### src/rtl/int_prio_pkg.sv
// constants for the upper interrupt priority register bank
package int_prio_pkg;
  // bus and register geometry
  localparam int DATA_W = 32; // bus data width
  localparam int REG_W = 16; // implemented register width
  localparam int NUM_REGS = 6; // registers in the bank
  localparam int NUM_FIELDS = 20; // priority fields in the bank
  localparam int FIELD_W = 3; // width of one priority field
  // byte offsets of the registers, one aligned word each
  localparam logic [11:0] OFF_PRIO_CTRL_10 = 12'h000;
  localparam logic [11:0] OFF_PRIO_CTRL_11 = 12'h004;
  localparam logic [11:0] OFF_PRIO_CTRL_12 = 12'h008;
  localparam logic [11:0] OFF_PRIO_CTRL_13 = 12'h00c;
  localparam logic [11:0] OFF_PRIO_CTRL_14 = 12'h010;
  localparam logic [11:0] OFF_PRIO_CTRL_15 = 12'h014;
  // register indices
  localparam logic [2:0] IDX_10 = 3'h0;
  localparam logic [2:0] IDX_11 = 3'h1;
  localparam logic [2:0] IDX_12 = 3'h2;
  localparam logic [2:0] IDX_13 = 3'h3;
  localparam logic [2:0] IDX_14 = 3'h4;
  localparam logic [2:0] IDX_15 = 3'h5;
  // implemented bits of each register, the rest read zero
  localparam logic [15:0] IMPL_MASK [NUM_REGS] = '{
    16'h7777, 16'h7707, 16'h7777, 16'h7777, 16'h0777, 16'h7070};
  // field reset pattern: top bit set, level four
  localparam logic [2:0] FIELD_RESET = 3'h4;
  // field levels with meaning
  localparam logic [2:0] LEVEL_OFF = 3'h0; // source disabled
  localparam logic [2:0] LEVEL_MAX = 3'h7; // highest user level
  // register holding each field, in field order
  localparam logic [2:0] FIELD_REG [NUM_FIELDS] = '{
    IDX_10, IDX_10, IDX_10, IDX_10,
    IDX_11, IDX_11, IDX_11,
    IDX_12, IDX_12, IDX_12, IDX_12,
    IDX_13, IDX_13, IDX_13, IDX_13,
    IDX_14, IDX_14, IDX_14,
    IDX_15, IDX_15};
  // low bit of each field inside its register
  localparam logic [3:0] FIELD_LSB [NUM_FIELDS] = '{
    4'hc, 4'h8, 4'h4, 4'h0,
    4'hc, 4'h8, 4'h0,
    4'hc, 4'h8, 4'h4, 4'h0,
    4'hc, 4'h8, 4'h4, 4'h0,
    4'h8, 4'h4, 4'h0,
    4'hc, 4'h4};
  // ahb transfer type and response codes
  localparam logic [1:0] HTRANS_IDLE = 2'h0;
  localparam logic [1:0] HTRANS_NONSEQ = 2'h2;
  localparam logic HRESP_OKAY = 1'b0;
endpackage : int_prio_pkg

### src/rtl/prio_field.sv
// one 3-bit priority field with its enabled flag
`timescale 1ns/1ps
module prio_field
  import int_prio_pkg::*;
(
  input wire logic mclk,
  input wire logic rst,
  input wire logic wrEn,
  input wire logic [2:0] wrData,
  output logic [2:0] level,
  output logic enabled
);

  // stored level; reset gives level four
  always_ff @(posedge mclk or posedge rst) begin
    if (rst) begin
      level <= FIELD_RESET;
    end else if (wrEn) begin
      level <= wrData;
    end
  end

  // enabled flag kept in step with the level, so the
  // arbiter sees a clean registered qualifier
  always_ff @(posedge mclk or posedge rst) begin
    if (rst) begin
      enabled <= 1'b1;
    end else if (wrEn) begin
      // zero level means the source is never offered
      enabled <= (wrData != LEVEL_OFF);
    end
  end

endmodule : prio_field

### src/rtl/int_prio_regs.sv
// ahb-lite register bank of upper interrupt priority fields
//
// Contract
// - fields are unsigned levels, one through seven
// - level zero disables the source entirely
// - bits without a field read as zero
// - every field resets to pattern 100
// - fields read back the last written value
// - register 10 holds compare7/6/5 and capture6
// - register 11 holds timer6, channel4, compare8
// - register 12 holds timer8, twowire2 pair, timer7
// - register 13 holds can2 receive, irq4/3, timer9
// - register 14 holds encoder, pulse width, can2
// - register 15 holds fault a, channel5
`timescale 1ns/1ps
module int_prio_regs
  import int_prio_pkg::*;
(
  input wire logic mclk,
  input wire logic rst,
  // ahb-lite slave port
  input wire logic hsel,
  input wire logic [31:0] haddr,
  input wire logic [1:0] htrans,
  input wire logic hwrite,
  input wire logic [2:0] hsize,
  input wire logic [31:0] hwdata,
  input wire logic hready,
  output logic hreadyout,
  output logic hresp,
  output logic [31:0] hrdata,
  // priority levels towards the arbiter
  output logic [2:0] out_compare7_priority,
  output logic [2:0] out_compare6_priority,
  output logic [2:0] out_compare5_priority,
  output logic [2:0] in_capture6_priority,
  output logic [2:0] timer6_priority,
  output logic [2:0] xfer_chan4_done_priority,
  output logic [2:0] out_compare8_priority,
  output logic [2:0] timer8_priority,
  output logic [2:0] twowire2_master_priority,
  output logic [2:0] twowire2_slave_priority,
  output logic [2:0] timer7_priority,
  output logic [2:0] can2_receive_priority,
  output logic [2:0] ext_irq4_priority,
  output logic [2:0] ext_irq3_priority,
  output logic [2:0] timer9_priority,
  output logic [2:0] quad_encoder_priority,
  output logic [2:0] pulse_width_priority,
  output logic [2:0] can2_event_priority,
  output logic [2:0] fault_a_priority,
  output logic [2:0] xfer_chan5_done_priority,
  // one flag per source, low when its level is zero
  output logic [19:0] sourceEnabled
);

  // field storage as seen by the bus logic
  logic [2:0] fieldLevel [NUM_FIELDS]; // levels in field order
  logic [NUM_FIELDS-1:0] fieldWrEn; // per field write strobe

  // address phase decode results
  logic addrTaken; // a transfer is accepted this edge
  logic addrHit; // address lands on a register
  logic [2:0] addrIdx; // register index of the address

  // data phase state captured at the address phase
  logic wrPend; // write data phase in progress
  logic rdPend; // read wait state in progress
  logic [2:0] wrIdx; // register being written
  logic [2:0] rdIdx; // register being read
  logic rdHit; // read targets a mapped register

  // readback of the register under read
  logic [15:0] rdValue; // masked register image

  // a transfer counts only when selected, non-idle and the
  // bus is ready; busy and seq are not used by this master
  assign addrTaken = hsel && htrans[1] && hready;

  // address decode: word offsets within the bank
  always_comb begin
    addrHit = 1'b1;
    addrIdx = IDX_10;
    if (haddr[11:0] == OFF_PRIO_CTRL_10) begin
      addrIdx = IDX_10;
    end else if (haddr[11:0] == OFF_PRIO_CTRL_11) begin
      addrIdx = IDX_11;
    end else if (haddr[11:0] == OFF_PRIO_CTRL_12) begin
      addrIdx = IDX_12;
    end else if (haddr[11:0] == OFF_PRIO_CTRL_13) begin
      addrIdx = IDX_13;
    end else if (haddr[11:0] == OFF_PRIO_CTRL_14) begin
      addrIdx = IDX_14;
    end else if (haddr[11:0] == OFF_PRIO_CTRL_15) begin
      addrIdx = IDX_15;
    end else begin
      // unmapped: writes dropped, reads give zero
      addrHit = 1'b0;
    end
  end

  // write capture; data arrives one cycle later on hwdata
  always_ff @(posedge mclk or posedge rst) begin
    if (rst) begin
      wrPend <= 1'b0;
      wrIdx <= IDX_10;
    end else if (hready) begin
      // a new address phase replaces the old data phase
      wrPend <= addrTaken && hwrite && addrHit;
      wrIdx <= addrIdx;
    end
  end

  // read capture; the read always takes one wait state so
  // that a write in its data phase lands before sampling
  always_ff @(posedge mclk or posedge rst) begin
    if (rst) begin
      rdPend <= 1'b0;
      rdIdx <= IDX_10;
      rdHit <= 1'b0;
    end else if (addrTaken && !hwrite) begin
      rdPend <= 1'b1;
      rdIdx <= addrIdx;
      rdHit <= addrHit;
    end else begin
      rdPend <= 1'b0;
    end
  end

  // ready: low for the single read wait cycle only
  always_ff @(posedge mclk or posedge rst) begin
    if (rst) begin
      hreadyout <= 1'b1;
    end else if (addrTaken && !hwrite) begin
      hreadyout <= 1'b0;
    end else begin
      hreadyout <= 1'b1;
    end
  end

  // response is always okay; the bank never errors
  always_ff @(posedge mclk or posedge rst) begin
    if (rst) begin
      hresp <= HRESP_OKAY;
    end else begin
      hresp <= HRESP_OKAY;
    end
  end

  // assemble the image of the register under read
  always_comb begin
    rdValue = 16'h0000;
    for (int f = 0; f < NUM_FIELDS; f++) begin
      if (FIELD_REG[f] == rdIdx) begin
        rdValue[FIELD_LSB[f] +: 3] = fieldLevel[f];
      end
    end
    // unimplemented bits forced low whatever the fields say
    rdValue = rdValue & IMPL_MASK[rdIdx];
  end

  // read data loaded at the end of the wait cycle
  always_ff @(posedge mclk or posedge rst) begin
    if (rst) begin
      hrdata <= 32'h0000_0000;
    end else if (rdPend) begin
      // upper half and unmapped reads give zero
      hrdata <= rdHit ? {16'h0000, rdValue} : 32'h0000_0000;
    end
  end

  // one field cell per source; each picks its own lane of
  // the written word, so untouched lanes are never stored
  for (genvar f = 0; f < NUM_FIELDS; f++) begin : g_field
    assign fieldWrEn[f] = wrPend && (wrIdx == FIELD_REG[f]);
    prio_field u_field (
      .mclk(mclk),
      .rst(rst),
      .wrEn(fieldWrEn[f]),
      .wrData(hwdata[FIELD_LSB[f] +: 3]),
      .level(fieldLevel[f]),
      .enabled(sourceEnabled[f])
    );
  end

  // continuous field outputs, each straight from its cell
  assign out_compare7_priority = fieldLevel[0];
  assign out_compare6_priority = fieldLevel[1];
  assign out_compare5_priority = fieldLevel[2];
  assign in_capture6_priority = fieldLevel[3];
  assign timer6_priority = fieldLevel[4];
  assign xfer_chan4_done_priority = fieldLevel[5];
  assign out_compare8_priority = fieldLevel[6];
  assign timer8_priority = fieldLevel[7];
  assign twowire2_master_priority = fieldLevel[8];
  assign twowire2_slave_priority = fieldLevel[9];
  assign timer7_priority = fieldLevel[10];
  assign can2_receive_priority = fieldLevel[11];
  assign ext_irq4_priority = fieldLevel[12];
  assign ext_irq3_priority = fieldLevel[13];
  assign timer9_priority = fieldLevel[14];
  assign quad_encoder_priority = fieldLevel[15];
  assign pulse_width_priority = fieldLevel[16];
  assign can2_event_priority = fieldLevel[17];
  assign fault_a_priority = fieldLevel[18];
  assign xfer_chan5_done_priority = fieldLevel[19];

  // helper: read requests taken this cycle, by register
  logic rdTaken; // read address phase accepted
  assign rdTaken = addrTaken && !hwrite && addrHit;
endmodule : int_prio_regs

### config.mk
export PLATFORM = sky130hd
export DESIGN_NAME = int_prio_regs
export DESIGN_NICKNAME = d
export VERILOG_FILES = /design/src/rtl/int_prio_pkg.sv /design/src/rtl/prio_field.sv /design/src/rtl/int_prio_regs.sv
export SDC_FILE = /design/constraint.sdc
export NUM_CORES = 1
export LEC_CHECK = 0
export BUFFER_PORTS_ARGS = -buffer_cell sky130_fd_sc_hd__clkbuf_2
export CAP_MARGIN = 20
export CORE_AREA = 2 2 102 104
export CTS_CLUSTER_SIZE = 24
export DETAILED_ROUTE_END_ITERATION = 12
export DIE_AREA = 0 0 104 106
export PLACE_DENSITY = 0.9
export SKIP_CTS_REPAIR_TIMING = 1
export SLEW_MARGIN = 20
export SYNTH_ARGS = -nofsm -noshare
export SYNTH_HDL_FRONTEND = slang
export SYNTH_SLANG_ARGS = --single-unit
export TNS_END_PERCENT = 100
### constraint.sdc
create_clock -name mclk -period 3.8 [get_ports mclk]
set_input_delay 0.38 -clock mclk [delete_from_list [all_inputs] [get_ports mclk]]
set_output_delay 0.38 -clock mclk [all_outputs]
set_load 0.005 [all_outputs]
==> results.py, run 1 <==
metrics = {
    "layout": {
        "stdcell_area_um2": 5370,
        "diodes": 0,
        "drive_gt1_frac": 0.560,
        "nets": 526,
        "syn_to_final_growth_pct": 15.6,
        "finalNonFillerCells": 593,
    },
    "critical_path": {
        "required_ns": 4.04,
        "critPathCaptureType": "flop",
        "cp_max_fo": 15,
        "path_class": "flop to flop",
        "path_buf_inv": 0,
        "crit_arrival_ns": 2.31,
        "crit_slowest_cell": "nor4bb_4",
        "cp_slowest_stage_delay_ns": 1.02,
        "ff2ff_setup_slack_ns": 1.73,
        "critPathLaunchType": "flop",
        "path_cells": "nor4bb_4 -> mux2_2",
        "cp_top_family": "simple AND/OR/NAND/NOR gates",
    },
    "floorplan": {
        "rows": 37,
        "start_util": 0.465,
        "die_h_um": 106,
        "die_area_um2": 11000,
        "die_w_um": 104,
        "core-area_um2": 10000,
        "io_pins": 188,
    },
    "power_and_ir_drop": {
        "p_per_area_nw_per_um2": 370,
        "peakVddDrop_mv": 0.217,
        "p_leak_nw": 2.60,
    },
    "cts": {
        "cts_tree": "yes",
        "clk_latency_ns": 0.35,
        "htree_levels": 3,
        "clockBufferDepth": 2,
        "clock-sinks": 102,
        "path_clk_slew_ns": 0.10,
        "cts-root-buf": "clkbuf_8",
        "cts-buffers-inserted": 9,
    },
    "routing": {
        "routed_wl_um": 10700,
        "vias_per_cell": 5.30,
        "drc": 0,
        "dr_total_vias": 3144,
        "ant_nets": 0,
        "dr.first_iter.drc_count": 151,
        "drt-wirelength-per-cell_um": 18.0,
        "drt_first_pass_iters": 4,
    },
    "place": {
        "routabilityCongestion": 0.766,
        "dpl.cell_count": 577,
        "placed_cell_area_um2": 5170,
        "port_buffers": 122,
        "dpl.hpwl_um": 7360,
    },
    "timing": {
        "slew_violations": 0,
        "timing.final.crit_share": 0.544,
        "fmax_mhz": 483,
        "rsz0062_at_grt": "no",
        "fin_tns_setup_ns": 0,
        "fin_crit_ns": 2.07,
        "finalSetupViolCount": 0,
        "timing.final.hold_violations": 0,
        "tightestPinTransition_ns": 1.10,
        "finalClockSkew_ns": 0.0116,
        "maxSlewHeadroom": 0.263,
    },
    "synth": {
        "ys_seq_elements": 102,
        "yosysWarnings": 0,
        "synth_top_cell_by_area": "dfrtp_1",
        "synth_area_leaders": "dfrtp_1, dfstp_2, mux2_2, buf_4, mux4_1",
        "avgSynthCellArea_um2": 13.2,
        "synth.top_cell.area_share": 0.329,
        "synth_common_cells": "mux2_2, dfrtp_1, buf_4",
        "synth.most_common_cell": "mux2_2",
        "netlist_instances": 352,
        "postSynth.asyncResetShare": 1.00,
        "seq_area_frac_synth": 0.560,
        "synth-edff-count": 0,
        "synth_cell_types": 31,
        "syn-cell-area_um2": 4650,
        "synth_flop_cell": "dfrtp_1",
    },
    "global_route": {
        "grtUsageMet2": 0.325,
        "grt_use_met3": 0.0380,
        "grt_max_degree": 91,
        "grt_overflow_total": 0,
        "busiest_layer": "met2",
        "grt_usage": 0.195,
        "antenna_found_initial": 0,
        "grt_pass1_vias": 3059,
        "grtUsageMet1": 0.257,
        "grt_pass1_wl_um": 16600,
    },
    "hold_path": {
        "hold_path_class": "input pin to asynchronous set/reset pin",
    },
    "job": {
        "drv_cap": 0,
    },
    "status": {
        "status": "complete, no violations",
    },
}
## metrics by stage
stage / hold slack, ns / setup slack (ns) / utilization / total power, W
6_report: 0.136 / 1.73 / 0.537 / 0.00199
5_1_grt: 0.227 / 1.61 / 0.537 / 0.00206
3_5_place_dp: 0.473 / 1.69 / 0.517 / 0.00136
4_1_cts: 0.217 / 1.66 / 0.537 / 0.00201
3_3_place_gp: 0.467 / 1.72 / 0.517 / 0.00134
2_1_floorplan: 0.459 / 0.812 / - / 0.00129
## cell usage in the layout (no fill, tap or decap), types with 12 or more instances in the layout
cell type | netlist | routed
a21oi_1 | 14 | 14
a221o_1 | 12 | 12
clkbuf_2 | 0 | 122
conb_1 | 1 | 21
dfrtp_1 | 61 | 61
dfstp_2 | 41 | 41
mux2_2 | 63 | 63
nand2_1 | 13 | 13
nor2_1 | 16 | 16
nor2b_1 | 13 | 13
## kinds of logic (layout without fill, tap and decap cells)
| family | after synthesis | count (layout) | share of synthesized area |
|---|---|---|---|
| AO/OA/AOI/OAI | 44 | 44 | 0.0638 |
| buffers and inverters | 66 | 151 | 0.0935 |
| flip-flops | 102 | 102 | 0.560 |
| multiplexers | 75 | 75 | 0.208 |
| other | 1 | 21 | 0.000807 |
| AND/OR/NAND/NOR | 64 | 64 | 0.0738 |
## final cells by class
class,instances,area (µm²)
inverters,8,35.0
fillers,868,4630
repair buffers,127,648
clock buffers,11,151
multi-input cells,204,1720
flip-flops and latches,102,2600
clock inverters,5,42.5
well taps,136,170
## layer usage
metal / part of all wire / routed length [µm]
met3: 0.056 / 594
met1: 0.43 / 4600
met5: 0 / 0
met4: 0.018 / 197
met2: 0.49 / 5260
## registers in the layout, indices dropped and copies added, names as in the netlist
name and count:
rdIdx 3, rdHit 1, rdPend 1, g_field.u_field.enabled 20, wrIdx 3, wrPend 1
hrdata 12, hreadyout 1, g_field.u_field.level 60
## final timing paths
path                                              from                           end  cells after the start
setup / recovery                              wrIdx[2]  g_field[17].u_field.level[0]                      2
hold / removal                                     rst                        wrPend                      2
setup reg to reg                              wrIdx[2]  g_field[17].u_field.level[0]                      2
hold reg to reg            g_field[14].u_field.enabled   g_field[14].u_field.enabled                      2
max in group asynchronous                          rst    g_field[2].u_field.enabled                      3
min in group mclk                             haddr[3]                      rdIdx[2]                      2
## power breakdown
group	leakage (nW)	internal, W	switching, W	total, W
clock	0.0961	0.000280	0.000373	0.000653
combinational	1.26	0.0000779	0.0000830	0.000161
sequential	1.24	0.00114	0.0000334	0.00117
total	2.60	0.00150	0.000489	0.00199
Note: power is estimated with default switching activity, not from simulation.
==> run 2, diff against run 1 <==
--- a/config.mk
+++ b/config.mk
@@ -7,11 +7,11 @@
 export LEC_CHECK = 0
 export BUFFER_PORTS_ARGS = -buffer_cell sky130_fd_sc_hd__clkbuf_2
 export CAP_MARGIN = 20
-export CORE_AREA = 2 2 102 104
+export CORE_AREA = 2 2 106 108
 export CTS_CLUSTER_SIZE = 24
 export DETAILED_ROUTE_END_ITERATION = 12
-export DIE_AREA = 0 0 104 106
-export PLACE_DENSITY = 0.9
+export DIE_AREA = 0 0 108 110
+export PLACE_DENSITY = 0.88
 export SKIP_CTS_REPAIR_TIMING = 1
 export SLEW_MARGIN = 20
 export SYNTH_ARGS = -nofsm -noshare
==> constraint.sdc (replaced) <==
create_clock -name mclk -period 1.8 [get_ports mclk]
set_input_delay 0.18 -clock mclk [delete_from_list [all_inputs] [get_ports mclk]]
set_output_delay 0.18 -clock mclk [all_outputs]
set_load 0.005 [all_outputs]
==> run 2 against run 1 <==
Effect of this change: the flow now finishes with violations (negative hold slack); largest power group unchanged; combinational power grew 120%; largest cell class unchanged; power rose by 110%; sequential share of layout area down 1.5 points.
==> results.py, run 2 (synthesized netlist as in run 1, its figures left out) <==
metrics = {
    "status": {
        "status": "finished with violations",
        "violations": "negative hold slack",
    },
    "cts": {
        "cts-root-buf": "clkbuf_8",
        "path_clk_slew_ns": 0.09,
        "clk_latency_ns": 0.36,
        "clockBufferDepth": 2,
        "cts-buffers-inserted": 9,
        "cts_tree": "yes",
        "htree_levels": 3,
        "clock-sinks": 102,
    },
    "layout": {
        "diodes": 0,
        "largest-register": "g_field.u_field.level",
        "stdcell_area_um2": 5540,
        "reg_top3": "g_field.u_field.level x60, g_field.u_field.enabled x20, hrdata x12",
        "nets": 538,
        "largest_reg_flops": 60,
        "syn_to_final_growth_pct": 19.3,
        "final_common_cell": "clkbuf_2",
        "drive_gt1_frac": 0.562,
        "final_cell_mix": "clkbuf_2, mux2_2, dfrtp_1",
    },
    "timing": {
        "timing.final.crit_share": 0.896,
        "finalClockSkew_ns": 0.00612,
        "fin_crit_ns": 1.61,
        "whs_ns": -0.0580,
        "rsz0062_at_grt": "no",
        "fmax_mhz": 620,
        "fin_tns_setup_ns": 0,
        "finalSetupViolCount": 0,
        "slew_violations": 0,
        "timing.final.hold_violations": 31,
        "maxSlewHeadroom": 0.592,
        "tightestPinTransition_ns": 0.607,
    },
    "power_and_ir_drop": {
        "peakVddDrop_mv": 0.327,
        "p_per_area_nw_per_um2": 764,
        "p_leak_nw": 2.68,
    },
    "critical_path": {
        "cp_slowest_stage_delay_ns": 0.50,
        "cp_max_fo": 20,
        "rr_worst_depth": 3,
        "path_class": "flop to flop",
        "critPathCaptureType": "flop",
        "path_cells": "nor4b_2 -> buf_12 -> mux2_2",
        "required_ns": 2.05,
        "crit_slowest_cell": "dfrtp_1",
        "crit_arrival_ns": 1.86,
        "critPathLaunchType": "flop",
    },
    "floorplan": {
        "die_h_um": 110,
        "die_w_um": 108,
        "die_area_um2": 11900,
        "rows": 38,
        "io_pins": 188,
        "core-area_um2": 10700,
        "start_util": 0.434,
    },
    "routing": {
        "drt_first_pass_iters": 4,
        "drt-wirelength-per-cell_um": 18.6,
        "routed_wl_um": 11300,
        "dr_total_vias": 3183,
        "drc": 0,
        "vias_per_cell": 5.24,
        "dr.first_iter.drc_count": 144,
        "ant_nets": 0,
    },
    "global_route": {
        "grt_overflow_total": 0,
        "grt_pass1_wl_um": 17400,
        "antenna_found_initial": 0,
        "grt_usage": 0.196,
        "grt_pass1_vias": 3248,
        "grt_max_degree": 103,
    },
    "place": {
        "placed_cell_area_um2": 5350,
        "dpl.hpwl_um": 7860,
        "routabilityCongestion": 0.741,
        "port_buffers": 122,
    },
    "hold_path": {
        "hold_path_class": "input pin to asynchronous set/reset pin",
    },
    "job": {
        "drv_cap": 0,
    },
}
-- run 2: changes by cell type in the layout (fill, tap and decap cells not counted), moves of 2 or more --
cell and change:
buf_12 +7, buf_4 +4, clkbuf_1 +4, clkinv_4 -3, inv_6 -2
-- run 2: final timing paths --
| kind | slack, ns | end | start |
|---|---|---|---|
| max | 0.19 | g_field[3].u_field.level[0] | wrIdx[1] |
| min | -0.06 | hrdata[4] | rst |
| max reg2reg | 0.19 | g_field[3].u_field.level[0] | wrIdx[1] |
| min reg2reg | 0.48 | g_field[19].u_field.enabled | g_field[19].u_field.enabled |
| max in group asynchronous | 1.41 | g_field[13].u_field.level[0] | rst |
| min in group mclk | 0.05 | rdIdx[2] | haddr[3] |
-- run 2: where the power goes --
group	switching [W]	internal, W
sequential	0.0000664	0.00241
clock	0.000729	0.000678
combinational	0.000181	0.000171
-- run 2: final cells by class --
class                      instances  area (µm²)
fill                             945        5150
timing repair buffer             139         830
sequential                       102        2600
tap                              140         175
inverter                           8        33.8
clock buffer                      14         153
multi-input combinational        204        1720
clock inverter                     1        30.0
-- run 2: layer usage --
layer,global-route usage,vias to the layer above,wire [µm]
met5,0,-,0
met4,0.0659,0,165
met3,0.0370,12,603
met2,0.345,131,5740
met1,0.245,1608,4820
li1,-,1432,-
-- run 2: worst max-delay path: cells and delay by family (launching register included) --
family | cells | cell delay [ns]
buf+inv | 1 | 0.23
simple gates | 1 | 0.41
mux | 1 | 0.35
flops | 1 | 0.50
-- run 2: per-stage QoR --
| step | total power [W] | hold slack [ns] | cells | setup WS, ns | util |
|---|---|---|---|---|---|
| 2_1_floorplan | 0.00272 | 0.279 | 372 | 0.312 | - |
| 3_3_place_gp | 0.00285 | 0.354 | 592 | 0.195 | 0.500 |
| 3_5_place_dp | 0.00287 | 0.371 | 592 | 0.129 | 0.500 |
| 4_1_cts | 0.00428 | -0.0255 | 607 | 0.114 | 0.517 |
| 5_1_grt | 0.00443 | 0.00692 | 608 | 0.0873 | 0.518 |
| 6_report | 0.00423 | -0.0580 | 608 | 0.187 | 0.518 |
==> run 3, diff against run 2 <==
--- a/config.mk
+++ b/config.mk
@@ -7,10 +7,12 @@
 export LEC_CHECK = 0
 export BUFFER_PORTS_ARGS = -buffer_cell sky130_fd_sc_hd__clkbuf_2
 export CAP_MARGIN = 20
-export CORE_AREA = 2 2 106 108
+export CELL_PAD_IN_SITES_DETAIL_PLACEMENT = 0
+export CELL_PAD_IN_SITES_GLOBAL_PLACEMENT = 1
+export CORE_AREA = 2 2 120 122
 export CTS_CLUSTER_SIZE = 24
 export DETAILED_ROUTE_END_ITERATION = 12
-export DIE_AREA = 0 0 108 110
+export DIE_AREA = 0 0 122 124
 export PLACE_DENSITY = 0.88
 export SKIP_CTS_REPAIR_TIMING = 1
 export SLEW_MARGIN = 20
==> run 3 against run 2 <==
Effect of this change: the flow still finishes with violations (negative hold slack); sequential share of layout area fell by 1.6 points; sequential cell count did not move; largest cell class unchanged; critical path type unchanged; clock skew about the same; highest routed layer unchanged.
==> results.py, run 3 (synthesized netlist as in run 1, its figures left out) <==
metrics = {
    "critical_path": {
        "critPathCaptureType": "flop",
        "rr_worst_depth": 3,
        "critPathLaunchType": "flop",
        "cp_slowest_stage_delay_ns": 0.48,
        "worstSetupStartpoint": "wrIdx[2]",
        "crit_arrival_ns": 1.88,
        "rr_startpoint": "wrIdx[2]",
        "r2r-end": "g_field[3].u_field.level[0]",
        "ff2ff_setup_slack_ns": 0.14,
        "crit_slowest_cell": "dfrtp_1",
        "cp_num_cells": 3,
        "path_class": "flop to flop",
        "path_cells": "nor4b_2 -> buf_12 -> mux2_2",
        "required_ns": 2.03,
        "cp_max_fo": 19,
        "setup.worst_path.end": "g_field[3].u_field.level[0]",
        "cp_top_family": "flip-flops",
        "path_buf_inv": 1,
    },
    "hold_path": {
        "hold_path_class": "input pin to asynchronous set/reset pin",
    },
    "layout": {
        "nets": 541,
        "reg_top3": "g_field.u_field.level x60, g_field.u_field.enabled x20, hrdata x12",
        "largest-register": "g_field.u_field.level",
        "diodes": 0,
        "final_cell_mix": "clkbuf_2, mux2_2, dfrtp_1",
        "largest_reg_flops": 60,
        "syn_to_final_growth_pct": 23.7,
        "final_common_cell": "clkbuf_2",
        "drive_gt1_frac": 0.574,
        "fill_cells": 1297,
    },
    "global_route": {
        "grt_max_degree": 103,
        "grt_usage": 0.157,
        "antenna_found_initial": 0,
        "grt_pass1_wl_um": 17600,
        "grt_pass1_vias": 3219,
        "grt_overflow_total": 0,
    },
    "place": {
        "dpl.hpwl_um": 8140,
        "routabilityCongestion": 0.756,
        "port_buffers": 122,
    },
    "floorplan": {
        "die_h_um": 124,
        "die_area_um2": 15100,
        "die_w_um": 122,
        "io_pins": 188,
        "start_util": 0.339,
        "core-area_um2": 13700,
        "rows": 43,
    },
    "timing": {
        "whs_ns": -0.0198,
        "timing.final.hold_violations": 28,
        "tightestPinTransition_ns": 0.732,
        "maxSlewHeadroom": 0.511,
        "finalSetupViolCount": 0,
        "timing.final.crit_share": 0.921,
        "slew_violations": 0,
        "fmax_mhz": 603,
        "rsz0062_at_grt": "no",
        "fin_tns_setup_ns": 0,
        "fin_crit_ns": 1.66,
        "finalClockSkew_ns": 0.00614,
    },
    "cts": {
        "htree_levels": 3,
        "cts-root-buf": "clkbuf_16",
        "clk_latency_ns": 0.34,
        "clock-sinks": 102,
        "cts_tree": "yes",
        "clockBufferDepth": 2,
        "path_clk_slew_ns": 0.07,
        "cts-buffers-inserted": 9,
    },
    "routing": {
        "drc": 0,
        "dr.first_iter.drc_count": 146,
        "vias_per_cell": 4.84,
        "ant_nets": 0,
        "routed_wl_um": 11500,
        "drt-wirelength-per-cell_um": 17.6,
        "drt_first_pass_iters": 4,
        "dr_total_vias": 3156,
    },
    "status": {
        "violations": "negative hold slack",
        "status": "finished with violations",
    },
    "power_and_ir_drop": {
        "p_per_area_nw_per_um2": 845,
        "p_leak_nw": 2.77,
        "peakVddDrop_mv": 0.584,
        "p_total_w": 0.00486,
    },
    "job": {
        "drv_cap": 0,
    },
}
==> run 3: cell types whose count changed in the layout (fill, tap and decap cells not counted), sizes merged <==
cell	change
buf	+3
bufinv	-1
clkbuf	+1
clkinv	+1
==> run 3: through the flow <==
stage / util / setup slack, ns / cell area, µm² / std cells
2_1_floorplan: - / 0.312 / 4720 / 372
3_3_place_gp: 0.395 / 0.142 / 5420 / 636
3_5_place_dp: 0.395 / 0.117 / 5420 / 636
4_1_cts: 0.419 / 0.100 / 5740 / 652
5_1_grt: 0.419 / 0.0603 / 5750 / 652
6_report: 0.419 / 0.143 / 5750 / 652
==> run 3: worst reg2reg max path, delay by kind of cell, from the launching register on <==
kind | cells | cell delay, ns
multiplexers | 1 | 0.35
AND/OR/NAND/NOR | 1 | 0.47
flip-flops | 1 | 0.48
buffers and inverters | 1 | 0.24
==> run 3: worst min path at each step <==
stage | endpoint | from | slack, ns | cells after the start
floorplan | rdIdx[2] | haddr[3] | 0.28 | 1
global placement | hrdata[6] | rst | 0.36 | 3
detailed placement | hrdata[6] | rst | 0.37 | 3
CTS | hrdata[6] | rst | -0.003 | 3
global route | hrdata[6] | rst | 0.03 | 3
finish | hrdata[6] | rst | -0.02 | 3
==> run 3: layer usage <==
metal / global-route usage / wire [µm] / vias up
met4: 0.0438 / 102 / 0
met2: 0.268 / 5760 / 117
li1: - / - / 1436
met5: 0 / 0 / -
met1: 0.198 / 4930 / 1595
met3: 0.0394 / 677 / 8
==> run 3: power breakdown <==
group	switching [W]	leakage (nW)	total [W]	internal [W]
Combinational	0.000183	1.36	0.000353	0.000171
Clock	0.000810	0.162	0.00203	0.00122
Sequential	0.0000663	1.24	0.00248	0.00241
Total	0.00106	2.77	0.00486	0.00380
==> run 3: layout make-up <==
class                   instances  area, µm²  area share
flip-flops and latches        102       2600       0.453
inverters                       8       33.8     0.00588
multi-input cells             204       1720       0.300
repair buffers                142        836       0.145
clock inverters                 1       5.00    0.000871
clock buffers                  15        320      0.0557
well taps                     180        225      0.0392
